$ cat src/design/wcd_defines.svh
`ifndef WCD_DEFINES_SVH
`define WCD_DEFINES_SVH

// timing
`define WCD_SYS_PERIOD_NS   10
`define WCD_LINK_PERIOD_NS  125
`define WCD_ALERT_LAT_NS    100
`define WCD_ALERT_PW_CK     6
`define WCD_ALERT_LAT_CYC   ((`WCD_ALERT_LAT_NS + `WCD_SYS_PERIOD_NS - 1) / `WCD_SYS_PERIOD_NS)
`define WCD_ALERT_PW_CYC    ((`WCD_ALERT_PW_CK * `WCD_LINK_PERIOD_NS) / `WCD_SYS_PERIOD_NS)

// field positions
`define WCD_MR5_ERR_BIT     3
`define WCD_MPR3_FLAG_BIT   7

// burst layout
`define WCD_XFER_DATA       8
`define WCD_XFER_CRC        10
`define WCD_XFER_BC4        4
`define WCD_CRC_BEAT        8
`define WCD_TREE_BITS       72
`define WCD_LANE_BITS       8

// reset values
`define WCD_RST_STATUS      1'b0

`endif

$ cat src/design/wcd_pkg.sv
package wcd_pkg;

    typedef struct packed {
        logic rd_dbi;
        logic wr_dbi;
        logic dm;
        logic tdqs;
        logic crc;
    } wcd_mode_s;

    typedef struct packed {
        logic [7:0] dq;
        logic       dbi_n;
    } wcd_beat_s;

    typedef enum logic [1:0] {
        WCD_ST_IDLE  = 2'b00,
        WCD_ST_BURST = 2'b01,
        WCD_ST_CHECK = 2'b10
    } wcd_cap_e;

    typedef enum logic [1:0] {
        WCD_AL_IDLE  = 2'b00,
        WCD_AL_WAIT  = 2'b01,
        WCD_AL_PULSE = 2'b10
    } wcd_alert_e;

    typedef enum logic [1:0] {
        WCD_PF_NONE = 2'b00,
        WCD_PF_DM   = 2'b01,
        WCD_PF_DBI  = 2'b10,
        WCD_PF_TDQS = 2'b11
    } wcd_pin_e;

endpackage : wcd_pkg

$ cat src/design/wcd_crc_tree.sv
module wcd_crc_tree #(
    parameter int DW = 72
) (
    input  wire logic [DW-1:0] d_in,
    output logic      [7:0]    crc_out
);
    // serial x^8+x^2+x+1 folded into one flat xor tree
    always_comb begin
        logic [7:0] c;
        logic       fb;
        c  = 8'h00;
        fb = 1'b0;
        for (int i = DW - 1; i >= 0; i--) begin
            fb = c[7] ^ d_in[i];
            c  = {c[6:0], 1'b0} ^ (fb ? 8'h07 : 8'h00);
        end
        crc_out = c;
    end
endmodule : wcd_crc_tree

$ cat src/design/wcd_dbi_lane.sv
module wcd_dbi_lane #(
    parameter int W = 8
) (
    input  wire logic [W-1:0] data_in,
    input  wire logic         dbi_n_in,
    input  wire logic         en_in,
    output logic      [W-1:0] data_out
);
    // inverted on the bus when the flag is low, restored here
    assign data_out = (en_in && !dbi_n_in) ? ~data_in : data_in;
endmodule : wcd_dbi_lane

$ cat src/design/wcd_write_check.sv
// What this block does
// - bc4 x8 check bits come from a fixed xor tree, unused transfers read as ones
// - with a2 high a bc4 burst occupies the upper nibble of every lane
// - the tree takes 72 inputs: eight data lanes plus the mask/inversion lane
// - mask/inversion lane inputs are ones while mask and inversion are both off
// - check errors use the alert line shared with parity errors
// - a check error drives alert low for a short pulse of about six clocks
// - the pulse starts a fixed latency after the mismatch is found
// - pulse width runs from driving low until the driver releases
// - a check error sets error status bit 3 of mode register 5
// - the status bit also sets the error-log flag, bit 7 of page one register 3
// - status and flag hold until a mode register write clears bit 3
// - inversion exists on x8 and x16 parts, one pin per byte lane
// - inversion keeps fewer than half the lane lines low per strobe edge
// - the shared pin serves mask, inversion or termination strobe by mode
// - write inversion never with mask; no inversion during register reads
// - read, write inversion, mask and strobe each have their own mode bit
// - termination strobe needs inversion and mask all disabled
// - write data is inverted when the lane flag is low, kept when high
// - one flag bit accompanies each byte over transfers zero to seven
module wcd_write_check
    import wcd_pkg::*;
#(
    parameter int LANES = 1
) (
    // clock, reset, enable
    input  wire logic      CLK_SYS_IN,
    input  wire logic      NRST_IN,
    input  wire logic      CE_IN,
    // link pins
    input  wire logic      DQS_IN,
    input  wire logic [7:0] DQ_IN,
    input  wire logic      DM_DBI_N_IN,
    input  wire logic      WR_START_IN,
    input  wire logic      A2_IN,
    input  wire logic      BC4_IN,
    // mode settings, register read, mode register write, parity alert
    input  wire wcd_mode_s MODE_IN,
    input  wire logic      MPR_RD_IN,
    input  wire logic      MRS_MR5_WR_IN,
    input  wire logic      MRS_MR5_BIT3_IN,
    input  wire logic      PARITY_ALERT_IN,
    // shared alert line
    output logic           ALERT_OUT,
    output logic           ALERT_OE_OUT,
    // write data towards the array
    output logic [7:0]     WR_DATA_OUT,
    output logic           WR_MASK_OUT,
    output logic           WR_VALID_OUT,
    // status
    output logic           MR5_ERR_OUT,
    output logic [7:0]     MPR3_OUT,
    output wcd_pin_e       PIN_FUNC_OUT,
    output logic           CFG_ERR_OUT
);
    `include "wcd_defines.svh"

    localparam int LAT_CYC = `WCD_ALERT_LAT_CYC;
    localparam int PW_CYC  = `WCD_ALERT_PW_CYC;

    ////////////////////////////////////////////////////////////////////////////////
    // pin synchronisers

    logic       dqs_s1_q, dqs_s2_q, dqs_s3_q;
    logic [7:0] dq_s1_q, dq_s2_q;
    logic       dbi_s1_q, dbi_s2_q;
    logic       st_s1_q, st_s2_q, st_s3_q;
    logic       a2_s1_q, a2_s2_q;
    logic       bc4_s1_q, bc4_s2_q;

    always_ff @(posedge CLK_SYS_IN) begin
        if (!NRST_IN) begin
            {dqs_s1_q, dqs_s2_q, dqs_s3_q} <= 3'h0;
            {st_s1_q, st_s2_q, st_s3_q}    <= 3'h0;
            dq_s1_q                        <= 8'h00;
            dq_s2_q                        <= 8'h00;
            {dbi_s1_q, dbi_s2_q}           <= 2'h3;
            {a2_s1_q, a2_s2_q}             <= 2'h0;
            {bc4_s1_q, bc4_s2_q}           <= 2'h0;
        end else if (CE_IN) begin
            dqs_s1_q <= DQS_IN;
            dqs_s2_q <= dqs_s1_q;
            dqs_s3_q <= dqs_s2_q;
            dq_s1_q  <= DQ_IN;
            dq_s2_q  <= dq_s1_q;
            dbi_s1_q <= DM_DBI_N_IN;
            dbi_s2_q <= dbi_s1_q;
            st_s1_q  <= WR_START_IN;
            st_s2_q  <= st_s1_q;
            st_s3_q  <= st_s2_q;
            a2_s1_q  <= A2_IN;
            a2_s2_q  <= a2_s1_q;
            bc4_s1_q <= BC4_IN;
            bc4_s2_q <= bc4_s1_q;
        end
    end

    // both strobe edges carry a transfer
    logic dqs_edge;
    logic start_rise;
    assign dqs_edge   = dqs_s2_q ^ dqs_s3_q;
    assign start_rise = st_s2_q && !st_s3_q;

    ////////////////////////////////////////////////////////////////////////////////
    // pin function and configuration checks

    logic dbi_wr_act;
    logic tree_lane_used;
    // mask wins if both are set, since inversion with mask is illegal
    assign dbi_wr_act     = MODE_IN.wr_dbi && !MODE_IN.dm && (LANES > 0);
    assign tree_lane_used = MODE_IN.dm || MODE_IN.wr_dbi;

    always_ff @(posedge CLK_SYS_IN) begin
        if (!NRST_IN) begin
            PIN_FUNC_OUT <= WCD_PF_NONE;
            CFG_ERR_OUT  <= 1'b0;
        end else if (CE_IN) begin
            if (MODE_IN.tdqs) begin
                PIN_FUNC_OUT <= WCD_PF_TDQS;
            end else if (MODE_IN.dm) begin
                PIN_FUNC_OUT <= WCD_PF_DM;
            end else if (MODE_IN.wr_dbi || MODE_IN.rd_dbi) begin
                PIN_FUNC_OUT <= WCD_PF_DBI;
            end else begin
                PIN_FUNC_OUT <= WCD_PF_NONE;
            end
            CFG_ERR_OUT <= (MODE_IN.wr_dbi && MODE_IN.dm) ||
                           (MODE_IN.tdqs && (MODE_IN.rd_dbi || MODE_IN.wr_dbi || MODE_IN.dm)) ||
                           (MODE_IN.rd_dbi && MPR_RD_IN);
        end
    end

    ////////////////////////////////////////////////////////////////////////////////
    // burst capture

    wcd_cap_e   cap_q;
    logic [3:0] beat_cnt_q;
    logic       a2_q, bc4_q, crc_on_q;
    wcd_beat_s  beat_q [`WCD_XFER_CRC];
    logic [3:0] last_beat;
    logic       take;

    assign last_beat = crc_on_q ? 4'(`WCD_XFER_CRC - 1) : 4'(`WCD_XFER_DATA - 1);
    assign take      = (cap_q == WCD_ST_BURST) && dqs_edge;

    always_ff @(posedge CLK_SYS_IN) begin
        if (!NRST_IN) begin
            cap_q      <= WCD_ST_IDLE;
            beat_cnt_q <= 4'h0;
            a2_q       <= 1'b0;
            bc4_q      <= 1'b0;
            crc_on_q   <= 1'b0;
        end else if (CE_IN) begin
            case (cap_q)
                WCD_ST_IDLE: begin
                    if (start_rise) begin
                        cap_q      <= WCD_ST_BURST;
                        beat_cnt_q <= 4'h0;
                        a2_q       <= a2_s2_q;
                        bc4_q      <= bc4_s2_q;
                        crc_on_q   <= MODE_IN.crc;
                    end
                end
                WCD_ST_BURST: begin
                    if (take) begin
                        beat_cnt_q <= beat_cnt_q + 4'h1;
                        if (beat_cnt_q == last_beat) begin
                            cap_q <= crc_on_q ? WCD_ST_CHECK : WCD_ST_IDLE;
                        end
                    end
                end
                WCD_ST_CHECK: begin
                    cap_q <= WCD_ST_IDLE;
                end
                default: begin
                    cap_q <= WCD_ST_IDLE;
                end
            endcase
        end
    end

    // beat store has no reset; it is only read after a full burst fills it
    always_ff @(posedge CLK_SYS_IN) begin
        if (CE_IN && take && (beat_cnt_q < 4'(`WCD_XFER_CRC))) begin
            beat_q[beat_cnt_q] <= '{dq: dq_s2_q, dbi_n: dbi_s2_q};
        end
    end

    ////////////////////////////////////////////////////////////////////////////////
    // write data path with inversion and mask

    logic [7:0] dbi_data;
    logic       data_beat;

    wcd_dbi_lane #(
        .W (8)
    ) u_dbi (
        .data_in  (dq_s2_q),
        .dbi_n_in (dbi_s2_q),
        .en_in    (dbi_wr_act),
        .data_out (dbi_data)
    );

    assign data_beat = take && (beat_cnt_q < (bc4_q ? 4'(`WCD_XFER_BC4) : 4'(`WCD_XFER_DATA)));

    always_ff @(posedge CLK_SYS_IN) begin
        if (!NRST_IN) begin
            WR_DATA_OUT  <= 8'h00;
            WR_MASK_OUT  <= 1'b0;
            WR_VALID_OUT <= 1'b0;
        end else if (CE_IN) begin
            WR_VALID_OUT <= data_beat;
            if (data_beat) begin
                WR_DATA_OUT <= dbi_data;
                WR_MASK_OUT <= MODE_IN.dm && !dbi_s2_q;
            end
        end
    end

    ////////////////////////////////////////////////////////////////////////////////
    // check-bit tree input and compare

    logic [`WCD_TREE_BITS-1:0] tree_in;
    logic [7:0]                crc_calc;
    logic                      err_q;

    always_comb begin
        tree_in = '1;
        for (int l = 0; l < 9; l++) begin
            for (int b = 0; b < `WCD_XFER_DATA; b++) begin
                if (!bc4_q) begin
                    tree_in[l*8+b] = (l == 8) ? beat_q[b].dbi_n : beat_q[b].dq[l];
                end else if (b < `WCD_XFER_BC4) begin
                    // a2 high moves the four beats into the upper nibble
                    tree_in[l*8+b+(a2_q ? 4 : 0)] = (l == 8) ? beat_q[b].dbi_n : beat_q[b].dq[l];
                end
            end
        end
        if (!tree_lane_used) begin
            tree_in[71:64] = 8'hff;
        end
    end

    wcd_crc_tree #(
        .DW (`WCD_TREE_BITS)
    ) u_tree (
        .d_in    (tree_in),
        .crc_out (crc_calc)
    );

    always_ff @(posedge CLK_SYS_IN) begin
        if (!NRST_IN) begin
            err_q <= 1'b0;
        end else if (CE_IN) begin
            err_q <= (cap_q == WCD_ST_CHECK) && (crc_calc != beat_q[`WCD_CRC_BEAT].dq);
        end
    end

    ////////////////////////////////////////////////////////////////////////////////
    // error status; a new error wins over a clear in the same cycle

    logic mr5_err_q, log_flag_q;
    logic clr_req;
    assign clr_req = MRS_MR5_WR_IN && !MRS_MR5_BIT3_IN;

    always_ff @(posedge CLK_SYS_IN) begin
        if (!NRST_IN) begin
            mr5_err_q  <= `WCD_RST_STATUS;
            log_flag_q <= `WCD_RST_STATUS;
        end else if (CE_IN) begin
            if (err_q) begin
                mr5_err_q <= 1'b1;
            end else if (clr_req) begin
                mr5_err_q <= 1'b0;
            end
            // flag clears with the status bit; waiting for the status to drop would miss the one-cycle clear
            if (clr_req && !err_q) begin
                log_flag_q <= 1'b0;
            end else if (mr5_err_q) begin
                log_flag_q <= 1'b1;
            end
        end
    end

    always_ff @(posedge CLK_SYS_IN) begin
        if (!NRST_IN) begin
            MR5_ERR_OUT <= `WCD_RST_STATUS;
            MPR3_OUT    <= 8'h00;
        end else if (CE_IN) begin
            MR5_ERR_OUT <= mr5_err_q;
            MPR3_OUT    <= 8'(log_flag_q) << `WCD_MPR3_FLAG_BIT;
        end
    end

    ////////////////////////////////////////////////////////////////////////////////
    // alert pulse; errors during a pulse are only logged, the controller
    // reads status to learn about them

    wcd_alert_e al_q;
    logic [7:0] al_cnt_q;
    logic       crc_drive_q;

    always_ff @(posedge CLK_SYS_IN) begin
        if (!NRST_IN) begin
            al_q        <= WCD_AL_IDLE;
            al_cnt_q    <= 8'h00;
            crc_drive_q <= 1'b0;
        end else if (CE_IN) begin
            case (al_q)
                WCD_AL_IDLE: begin
                    if (err_q) begin
                        al_q     <= WCD_AL_WAIT;
                        al_cnt_q <= 8'(LAT_CYC - 1);
                    end
                end
                WCD_AL_WAIT: begin
                    al_cnt_q <= al_cnt_q - 8'h01;
                    if (al_cnt_q == 8'h01) begin
                        al_q        <= WCD_AL_PULSE;
                        al_cnt_q    <= 8'(PW_CYC);
                        crc_drive_q <= 1'b1;
                    end
                end
                WCD_AL_PULSE: begin
                    al_cnt_q <= al_cnt_q - 8'h01;
                    if (al_cnt_q == 8'h01) begin
                        al_q        <= WCD_AL_IDLE;
                        crc_drive_q <= 1'b0;
                    end
                end
                default: begin
                    al_q        <= WCD_AL_IDLE;
                    crc_drive_q <= 1'b0;
                end
            endcase
        end
    end

    always_ff @(posedge CLK_SYS_IN) begin
        if (!NRST_IN) begin
            ALERT_OUT    <= 1'b0;
            ALERT_OE_OUT <= 1'b0;
        end else if (CE_IN) begin
            ALERT_OUT    <= 1'b0;
            ALERT_OE_OUT <= crc_drive_q || PARITY_ALERT_IN;
        end
    end

    ////////////////////////////////////////////////////////////////////////////////
    // checks

    logic [7:0] pw_len_q;
    always_ff @(posedge CLK_SYS_IN) begin
        if (!NRST_IN) begin
            pw_len_q <= 8'h00;
        end else if (CE_IN) begin
            pw_len_q <= crc_drive_q ? pw_len_q + 8'h01 : 8'h00;
        end
    end
endmodule : wcd_write_check

$ cat config.mk
export PLATFORM = sky130hd
export DESIGN_NAME = wcd_write_check
export DESIGN_NICKNAME = d
export VERILOG_FILES = /design/src/design/wcd_pkg.sv /design/src/design/wcd_crc_tree.sv /design/src/design/wcd_dbi_lane.sv /design/src/design/wcd_write_check.sv
export VERILOG_INCLUDE_DIRS = /design/src /design/src/design
export SDC_FILE = /design/constraint.sdc
export NUM_CORES = 1
export LEC_CHECK = 0
export ABC_AREA = 1
export BUFFER_PORTS_ARGS = -buffer_cell sky130_fd_sc_hd__buf_4
export CORE_ASPECT_RATIO = 0.9
export CORE_MARGIN = 3
export CORE_UTILIZATION = 58
export DETAILED_ROUTE_END_ITERATION = 8
export PLACE_DENSITY = 0.76
export SYNTH_ARGS = -nofsm -noshare
export SYNTH_HDL_FRONTEND = slang
export SYNTH_HIERARCHICAL = 1
export SYNTH_SLANG_ARGS = --single-unit
$ cat constraint.sdc
create_clock -name CLK_SYS_IN -period 5.7 [get_ports CLK_SYS_IN]
set_clock_uncertainty 0.2 [all_clocks]
set_input_delay 0.285 -clock CLK_SYS_IN [delete_from_list [all_inputs] [get_ports CLK_SYS_IN]]
set_output_delay 0.285 -clock CLK_SYS_IN [all_outputs]
set_load 0.005 [all_outputs]
---- Yosys cells after proc, flatten, opt, wreduce, memory -nomap -nowiden ----
Memories as Yosys holds them, arrays and structs flattened.
Cells that the tools add are included.
storage, ports and cells
  flip-flop bits (word level) ............. 67
  latch bits .............................. 0
  bits in writable memories ............... 90
  ROM bits ................................ 0
  input port bits ......................... 25
  logic and storage cells ................. 734
  memories kept ........................... 1
operators by class
  add/sub/neg operators ................... 37
  multipliers ............................. 0
  div/mod/pow operators ................... 0
  $lt $le $gt $ge ......................... 74
  eq/ne operators ......................... 13
  shift operators ......................... 0
  mux-type cells .......................... 353
  bitwise operators ....................... 147
  reductions and logical operators ........ 76
memory list
  memory  depth  bits a word  rd ports  clocked after memory_dff  wr ports  line                    RTL
  beat_q  10     9            9         0                         1         wcd_write_check.sv:139  wcd_beat_s beat_q [`WCD_XFER_CRC];
operators with widths
  operator                 number
  $bwmux W72               35
  $ge A32 B1 Y1 const B    35
  $lt A32 B9 Y1 const B    35
  $xor A8 B8 Y8            70
  $add A7 B32 Y32 const A  16
  $add A6 B32 Y32 const A  8
  $demux W1 S7             36
  $mux W3                  74
  $add A5 B32 Y32 const A  4
  $mux W1                  117
  $add A8 B32 Y32 const A  3
  $not A72 Y72             1
  $or A72 B72 Y72          1
  $mux W71                 1
  $xor A1 B1 Y1            71
  $mux W70                 1
  $mux W69                 1
  $mux W68                 1
  $mux W67                 1
  $mux W66                 1
  $mux W65                 1
  $add A3 B32 Y32 const A  2
  $mux W64                 1
  $mux W63                 1
  93 further kinds         183

---- Depth between registers and ports, before layout ----
Gate-level depths: netlist of run 1.
  depth after elaboration ................. 302
  depth in mapped cells ................... 59

---- Cells and area by module ----
The synthesis of run 1 kept the hierarchy.
by module, submodules not included
  module           instances  cells each  area each (µm²)
  wcd_write_check  1          687         6189.7
  wcd_crc_tree     1          806         4010.1
  wcd_dbi_lane     1          35          156.4

---- Worst setup path before layout of run 1 ----
OpenSTA, ideal clock, no wires.
  kind .................................... reg2reg
  start point ............................. register bc4_q
  end point ............................... register err_q
  arrival ................................. 4.916 ns
  required time ........................... 5.381 ns
  slack ................................... 0.465 ns
  cell stages (with the launch flop) ...... 47
  buffers on the path ..................... 2
  period minus slack after synthesis ...... 5.235 ns
  cells stage by stage .................... dfxtp_1 buf_2 nand2_2 inv_2 buf_2 a21oi_1 inv_2 nand2_2 nand2_1 nand2_1 inv_2 nor2_2 nand2_1 nand3_1 nand2_2 xor2_1 nand3b_2 nand2_2 [... 11 more ...] nand2_4 xor2_1 nand2_1 nand2_2 nand2_2 nand2_4 xor2_2 xor2_1 nand2_1 nand2_1 xor2_1 inv_1 nand2_1 nand4_1 nor2_1 nand2_1 nand2_1 a21oi_1
RTL lines
  item                                            line                                    RTL
  start, declared                                 wcd_write_check.sv:138                  logic a2_q, bc4_q, crc_on_q;
  start signal, assigned                          wcd_write_check.sv:160                  bc4_q <= bc4_s2_q;
  $mux W71                                        wcd_write_check.sv:231                  if (!bc4_q) begin
  $bwmux W72                                      wcd_write_check.sv:235                  tree_in[l*8+b+(a2_q ? 4 : 0)] = (l == 8) ? beat_q[b].dbi_n : beat_q[b].dq[l];
  $mux W70                                        wcd_write_check.sv:231
  $bwmux W72                                      wcd_write_check.sv:235
  $mux W69                                        wcd_write_check.sv:231
  $bwmux W72                                      wcd_write_check.sv:235
  $mux W68                                        wcd_write_check.sv:231
  $bwmux W72                                      wcd_write_check.sv:235
  [... 64 more ...]                               -
  named net tree_in[69]                           wcd_write_check.sv:223                  logic [`WCD_TREE_BITS-1:0] tree_in;
  [... 75 more ...]                               -
  $xor A8 B8 Y8 (*) (8 in series)                 wcd_crc_tree.sv:15                      c = {c[6:0], 1'b0} ^ (fb ? 8'h07 : 8'h00);
  $xor A1 B1 Y1 or $xor A8 B8 Y8 (tied branches)  wcd_crc_tree.sv:14, wcd_crc_tree.sv:15
  $mux W3 (tied with other cells)                 wcd_crc_tree.sv:15
  $xor A8 B8 Y8 (*) (6 in series)                 wcd_crc_tree.sv:15
  $xor A8 B3 Y8 (*)                               wcd_crc_tree.sv:15
  named net crc_calc[6]                           wcd_write_check.sv:224                  logic [7:0] crc_calc;
  $ne A8 B8 Y1 (*)                                wcd_write_check.sv:255                  err_q <= (cap_q == WCD_ST_CHECK) && (crc_calc != beat_q[`WCD_CRC_BEAT].dq);
  $logic_and A1 B1 Y1 (*)                         wcd_write_check.sv:255
  end signal, assigned                            wcd_write_check.sv:255
  end, declared                                   wcd_write_check.sv:225                  logic err_q;
The timed path passes the listed nets; every way through them passes the cells marked *.
A chain may end at the register's enable or synchronous reset.

---- Worst setup path after layout of run 1 ----
  start point ............................. register bc4_q
  end point ............................... register err_q
between the ends
  word-level cells in the longest chain between the ends .. 169
ends and longest elaborated chain
  item                             line                    RTL
  $mux W71                         wcd_write_check.sv:231
  $bwmux W72                       wcd_write_check.sv:235
  $mux W70                         wcd_write_check.sv:231
  $bwmux W72                       wcd_write_check.sv:235
  $mux W69                         wcd_write_check.sv:231
  $bwmux W72                       wcd_write_check.sv:235
  $mux W68                         wcd_write_check.sv:231
  $bwmux W72                       wcd_write_check.sv:235
  [... 64 more ...]                -
  named net tree_in[70]            wcd_write_check.sv:223
  [... 82 more ...]                -
  $xor A8 B8 Y8 (*) (6 in series)  wcd_crc_tree.sv:15
  $xor A1 B1 Y1                    wcd_crc_tree.sv:14      fb = c[7] ^ d_in[i];
  $mux W3                          wcd_crc_tree.sv:15
  $xor A8 B8 Y8 (*) (4 in series)  wcd_crc_tree.sv:15
  $xor A8 B3 Y8 (*)                wcd_crc_tree.sv:15
  named net crc_calc[6]            wcd_write_check.sv:224
  $ne A8 B8 Y1 (*)                 wcd_write_check.sv:255
  $logic_and A1 B1 Y1 (*)          wcd_write_check.sv:255
Marks and branches as above.

==> results of run 1 <==
layer usage:
| layer | vias up | track usage | part of all wire |
|---|---|---|---|
| li1 | 5122 | - | - |
| met5 | - | 0 | 0 |
| met1 | 4872 | 0.350 | 0.42 |
| met4 | 0 | 0.0700 | 0.029 |
| met3 | 82 | 0.0363 | 0.055 |
| met2 | 408 | 0.433 | 0.50 |
metrics by stage:
step | instance area [µm²] | instances | utilization | TNS [ns]
final | 13900 | 1897 | 0.809 | -0.134
after global routing | 13900 | 1897 | 0.809 | -0.470
after CTS | 12000 | 1868 | 0.696 | 0
after detailed placement | 11100 | 1813 | 0.646 | -0.218
after global placement | 11100 | 1813 | 0.646 | -0.0582
after floorplan | 10400 | 1535 | - | 0
final cells by class:
class,count,area [µm²]
clock inverter,13,158
fill,1089,3290
tap,235,294
timing repair buffer,129,1150
timing repair inverter,1,6.26
sequential,147,3750
inverter,210,826
multi-input combinational,1143,7270
clock buffer,19,433
synthesized netlist by cell type (3+ instances only):
master    count  area (µm²)
xor2_2        5        81.3
nand4_1       9        56.3
o21ai_0      51         255
nand3_4       4        70.1
edfxtp_1     80        2400
nand2_2      81         507
inv_1       173         649
o21ai_1       3        15.0
nand3b_1     11        82.6
xnor2_1      13         114
nor3_1       14        70.1
nand3_2      25         250
nor2_2        6        37.5
ha_1         10         125
nor2_1      149         559
nand3_1     191         956
dfxtp_1      67        1340
clkbuf_1     14        52.6
inv_2        36         135
buf_1         4        15.0
a21oi_1      64         320
buf_2         7        35.0
nand2_4      16         180
xor2_1       10        87.6
buf_4         9        67.6
nand2_1     460        1730
sequential cells by signal, summed over array words and instances (netlist names), 2 cells and up:
name,cells
beat_q,80
WR_DATA_OUT,8
al_cnt_q,8
dq_s1_q,8
dq_s2_q,8
beat_cnt_q,4
PIN_FUNC_OUT,2
al_q,2
cap_q,2
how the worst max path moves through the flow:
stage / from / end / slack, ns / depth (start not counted)
4_1_cts: bc4_q / err_q / 0.02 / 53
3_3_place_gp: MODE_IN[2] / err_q / -0.06 / 52
5_1_grt: bc4_q / err_q / -0.47 / 50
6_report: bc4_q / err_q / -0.13 / 51
3_5_place_dp: MODE_IN[2] / err_q / -0.22 / 52
2_1_floorplan: bc4_q / err_q / 0.46 / 46
kinds of logic after synthesis:
| family | after synthesis | share of synthesized area |
|---|---|---|
| AOI/OAI and AO/OA | 122 | 0.0600 |
| xor gates and xnor gates | 29 | 0.0300 |
| adders and majority gates | 10 | 0.0121 |
| and+or+nand+nor | 974 | 0.442 |
| buffers and inverters | 245 | 0.0936 |
| DFF | 147 | 0.361 |
| other | 1 | 0.000362 |
layout by cell type, fill, tap and decap left out, types with 6 or more instances in the layout:
| cell | n |
|---|---|
| inv_2 | 41 |
| a21oi_1 | 55 |
| buf_6 | 8 |
| buf_12 | 6 |
| nand2_4 | 89 |
| o21ai_0 | 51 |
| inv_4 | 8 |
| buf_4 | 92 |
| nor2_4 | 6 |
| nand2_1 | 304 |
| nor2_1 | 141 |
| a21oi_4 | 6 |
| nand3_2 | 68 |
| xor2_2 | 9 |
| ha_1 | 10 |
| xnor2_1 | 7 |
| dfxtp_1 | 65 |
| nor2_2 | 10 |
| nand2_2 | 160 |
| clkbuf_16 | 18 |
| edfxtp_1 | 80 |
| dlygate4sd3_1 | 22 |
| conb_1 | 8 |
| nand3_1 | 129 |
| nand3_4 | 23 |
| inv_1 | 159 |
| nor3_1 | 9 |
| nand3b_1 | 11 |
| nand4_1 | 9 |
worst register-to-register path, delay by kind of cell, from the launching register on:
kind,cells,cell delay (ns)
flops,1,0.40
xor+xnor,2,0.38
compound gates,2,0.22
buf+inv,9,0.94
simple gates,38,3.57
repair_timing:
item / CTS / global route
setup buffers: 1 / 27
cloned: 0 / 2
setup endpoints to repair: 1 / 1
hold buffers: 22 / 0
resized for setup: 6 / 412
pin swaps: 1 / 160
hold endpoints to repair: 20 / 0
==> metrics.txt, run 1 <==
post-layout min period=5.83 ns; Die W=about 150 µm; Hold Path Sink=mr5_err_q; final number of setup-violating endpoints=1; post-synthesis async set-or-reset flop share=0; cells after synthesis=roughly 1500; Fin. Hold Viols=0; Mean Syn Cell Area=6.78 µm²; Post-Syn Area=between 10000 and 15000 µm²; dpl ws=-0.218 ns; # Max-Cap Violations=0; ratio of cells with drive above 1 in the final layout=0.353; critical path required time=between 5 and 6 ns; register area share after synthesis=0.361; WS Path Type=reg -> reg; crit path DAT=about 5.9 ns; Slew Limit Fails=0; worst min path class=in -> reg; CP Capture Type=flip-flop; largest net degree at the start of global routing=56; post-DR wirelength/cell=about 16 µm; starting density of the core=0.603; site row count=45; CP peak stage delay=~0.40 ns; status=finished with violations; final WL=29900 µm; worst r2r dst=err_q; DPL Wire Length=about 19000 µm; post-synthesis cell type count=39; Synth Register Bits=~150; Top delay family on crit path=simple AND/OR/NAND/NOR gates; via/cell ratio=5.53; area of the core=between 15000 and 20000 µm²; Worst Tran Pin Value=~1.1 ns; R2R cell count=51; CTS tree=built; clk_lat worst skew=roughly 0.42 ns; CTS Root Cell=clkbuf_16; cell repeated most along the worst path=nand2_2; drt pass-1 iters=7; vias in the first global route=roughly 8900; failing checks=setup timing; Hold Startpoint=MRS_MR5_BIT3_IN; Inserted Clock Buffers=17; Hold Path Depth=5; relative slew slack=0.281; final period utilization=1.02; Max FO, Critical Path=6; number of port buffers=40; initial antenna violation count=0; ant diodes=0; EDFF count, synth=80; overall routing resource usage=0.257; Final nets=~1700; clock sinks=~150; post-route worst setup slack=-0.134 ns; Top Ports=about 50; Fmax=roughly 170 MHz; slowest cell on the critical path=dfxtp_4; DR vias=between 10000 and 15000; Area Overhead vs Synth=34.1%; routability cong.=roughly 0.89; Synth warnings=6; Die Ht=around 130 µm; Fin Hold WS=around 0.020 ns; Reg2Reg Launch Point=bc4_q; DRT iter0 DRCs=809; H-tree levels=4; RSZ-0062 raised after global routing=yes; # DRC=0; Longest Clk Path Bufs=2; antenna-violating nets left=0; grt total ovfl=0; Bufs and invs on worst path=9; Post-synth top flop=edfxtp_1; die area=~19000 µm²; CP Launch Type=flip-flop; Worst-path clk slew=0.06 ns; first-pass GRT wire length=approximately 42000 µm; R2R setup slack=-0.13 ns
Power of run 1 is not shown: default switching activity piles up to over one toggle a cycle in this logic, so the estimate is an artifact.
==> run 2: changes to the inputs <==
- ABC_AREA: 1 -> default
- ABC_CLOCK_PERIOD_IN_PS: default -> 5700
==> run 2 against run 1 <==
The flow now finishes without violations. Register-to-register slack improved by 0.22 ns. Final area fell by 25%. Critical path type unchanged. Worst hold slack improved by 0.0021 ns. Die area fell by 15%. Non-clock buffer count fell by 18. First-iteration DRC count fell by 50%. Sequential share of layout area rose by 8.8 points.
==> metrics.txt, run 2 <==
WS Path Type=reg -> reg; Area Overhead vs Synth=20.5%; register with the most flip-flops=beat_q; area of the core=roughly 14000 µm²; CTS tree=built; initial antenna violation count=0; P_sw=about 2.6 mW; Synth warnings=6; grt total ovfl=0; CP Capture Type=flip-flop; Die Ht=122 µm; Max FO, Critical Path=19; Post-Syn Area=between 8000 and 9000 µm²; register area share after synthesis=0.431; worst r2r dst=err_q; first-pass GRT wire length=between 20000 and 30000 µm; CP cell instances=nand2_2 -> buf_6 -> o22a_1 -> xnor3_2 -> xnor2_2 -> buf_4 -> xor3_1 -> buf_4 -> xnor3_1 -> xor3_1 -> xnor2_1 -> xor3_2 -> xnor2_4 -> xor2_1 -> buf_4 -> buf_4 -> xnor2_1 -> xor2_1 -> nor4_1 -> a2111oi_1 -> a31o_2; most common cell after layout, fill and taps aside=buf_4; post-DR wirelength/cell=19.2 µm; Bufs and invs on worst path=5; Fin. Hold Viols=0; setup TNS=0 ns; crit path DAT=~5.8 ns; overall routing resource usage=0.235; Worst Tran Pin Value=between 0.9 and 1 ns; CP Launch Type=flip-flop; R2R cell count=21; placed cell count=939; fillers=roughly 890; DR vias=roughly 5700; most frequent cells in the layout=buf_4 (91), xnor2_1 (80), edfxtp_1 (80); ratio of cells with drive above 1 in the final layout=0.223; Worst-path clk slew=approximately 0.060 ns; status=completed; Hold Path Depth=4; finished layout cell area=approximately 10000 µm²; relative slew slack=0.346; Die W=about 140 µm; final number of setup-violating endpoints=0; post-synthesis async set-or-reset flop share=0; most frequent cells after synthesis=xnor2_1 (88), edfxtp_1 (80), dfxtp_1 (67), nor2_1 (60), mux2i_1 (41); Synth area leader=edfxtp_1; post-synth top area share=0.276; Final nets=833; Cell Area, Placed=9380 µm²; Inserted Clock Buffers=17; Reg2Reg Launch Point=bc4_q; clk_lat worst skew=0.41 ns; critical path required time=slightly below 6 ns; Post-synth top flop=edfxtp_1; Hold Startpoint=MRS_MR5_WR_IN; combinational power share=0.679; CTS Root Cell=clkbuf_16; DRT iter0 DRCs=a little over 400; Mean Syn Cell Area=between 10 and 15 µm²; Longest Clk Path Bufs=2; worst IR drop on VDD=1.14 mV; # Max-Cap Violations=0; # DRC=0; Synth Register Bits=around 150; Slew Limit Fails=0; site row count=just over 40; clock power share=0.165; antenna-violating nets left=0; internal cell power=between 4 and 5 mW; worst min path class=in -> reg; Reg power frac=0.156; cell repeated most along the worst path=buf_4; post-layout min period=5.61 ns; starting density of the core=0.607; routability cong.=just under 0.9; share of the core filled with cells=0.731; final period utilization=0.985; final WL=between 15000 and 20000 µm; vias in the first global route=approximately 5600; top post-synthesis cells by area=edfxtp_1 (28%), dfxtp_1 (15%), xnor3_1 (9.6%); R2R setup slack=roughly 0.085 ns; EDFF count, synth=80; Final Non-Filler Cells=about 1000; Fmax=between 150 and 200 MHz; die area=between 15000 and 20000 µm²; post-synthesis cell type count=63; largest net degree at the start of global routing=55; number of port buffers=40; Top delay family on crit path=XOR/XNOR gates; slowest cell on the critical path=xor3_2; Fin Hold WS=0.0217 ns; clock sinks=147; via/cell ratio=~5.6; PwrDens=around 700 nW/µm²; max FFs per register=80; DPL Wire Length=13200 µm; Leakage=about 4.3 nW; sw frac=0.353; H-tree levels=4; ant diodes=0; Hold Path Sink=mr5_err_q; cells after synthesis=700; most frequent cell after synthesis=xnor2_1; drt pass-1 iters=5; CP peak stage delay=0.52 ns; Top Ports=49
[run 2: cells by family after synthesis]
family | share of synthesized area
adders and majority gates | 0.0144
buffers and inverters | 0.0271
DFF | 0.431
muxes | 0.0485
xor gates and xnor gates | 0.300
and+or+nand+nor | 0.105
AOI/OAI and AO/OA | 0.0740
other | 0.000432
[run 2: power groups by stage]
stage / Combinational [mW] / Clock [mW] / Sequential, mW
detailed placement: 4.51 / 0 / 1.16
finish: 4.95 / 1.21 / 1.14
global route: 5.22 / 1.26 / 1.14
CTS: 4.58 / 1.21 / 1.14
floorplan: 3.73 / 0 / 1.15
global placement: 4.45 / 0 / 1.16
[run 2: how the worst max path moves through the flow]
stage               slack [ns]     to  start  cells past startpoint
floorplan                0.004  err_q  bc4_q                     18
global placement          0.10  err_q  bc4_q                     17
detailed placement       -0.03  err_q  bc4_q                     17
CTS                       0.04  err_q  bc4_q                     17
global route             -0.08  err_q  bc4_q                     21
finish                    0.09  err_q  bc4_q                     21
[run 2: final cells by class]
class                      count  area (µm²)  area share
multi-input combinational    510        4910       0.469
tap                          193         241      0.0231
timing repair buffer         111         886      0.0846
inverter                      11        41.3     0.00395
clock inverter                13         205      0.0196
clock buffer                  19         433      0.0414
sequential                   147        3750       0.358
[run 2: layer usage]
metal | vias up | GRT usage | wire length, µm
met5 | - | 0 | 0
met1 | 2792 | 0.324 | 8640
li1 | 2669 | - | -
met4 | 0 | 0.0598 | 205
met2 | 185 | 0.391 | 9460
met3 | 20 | 0.0421 | 927
[run 2: metrics by stage]
step	total power [mW]	worst slack (ns)
floorplan	4.89	0.00381
detailed placement	5.67	-0.0321
CTS	6.93	0.0360
finish	7.29	0.0852
global route	7.62	-0.0785
global placement	5.61	0.105
[run 2: worst min-delay path, delay by kind of cell]
family | cells | cell delay (ns)
simple gates | 2 | 0.17
buf+inv | 1 | 0.08
compound gates | 1 | 0.05
[run 2: repair_timing]
action | 4_1_cts | 5_1_grt
pin swaps | 0 | 22
gates resized for setup | 1 | 35
endpoints found under the hold margin | 18 | 0
hold buffers | 18 | 0
buffers inserted | 0 | 15
endpoints found under the setup margin | 1 | 1
Note: power is estimated with default switching activity, not from simulation.
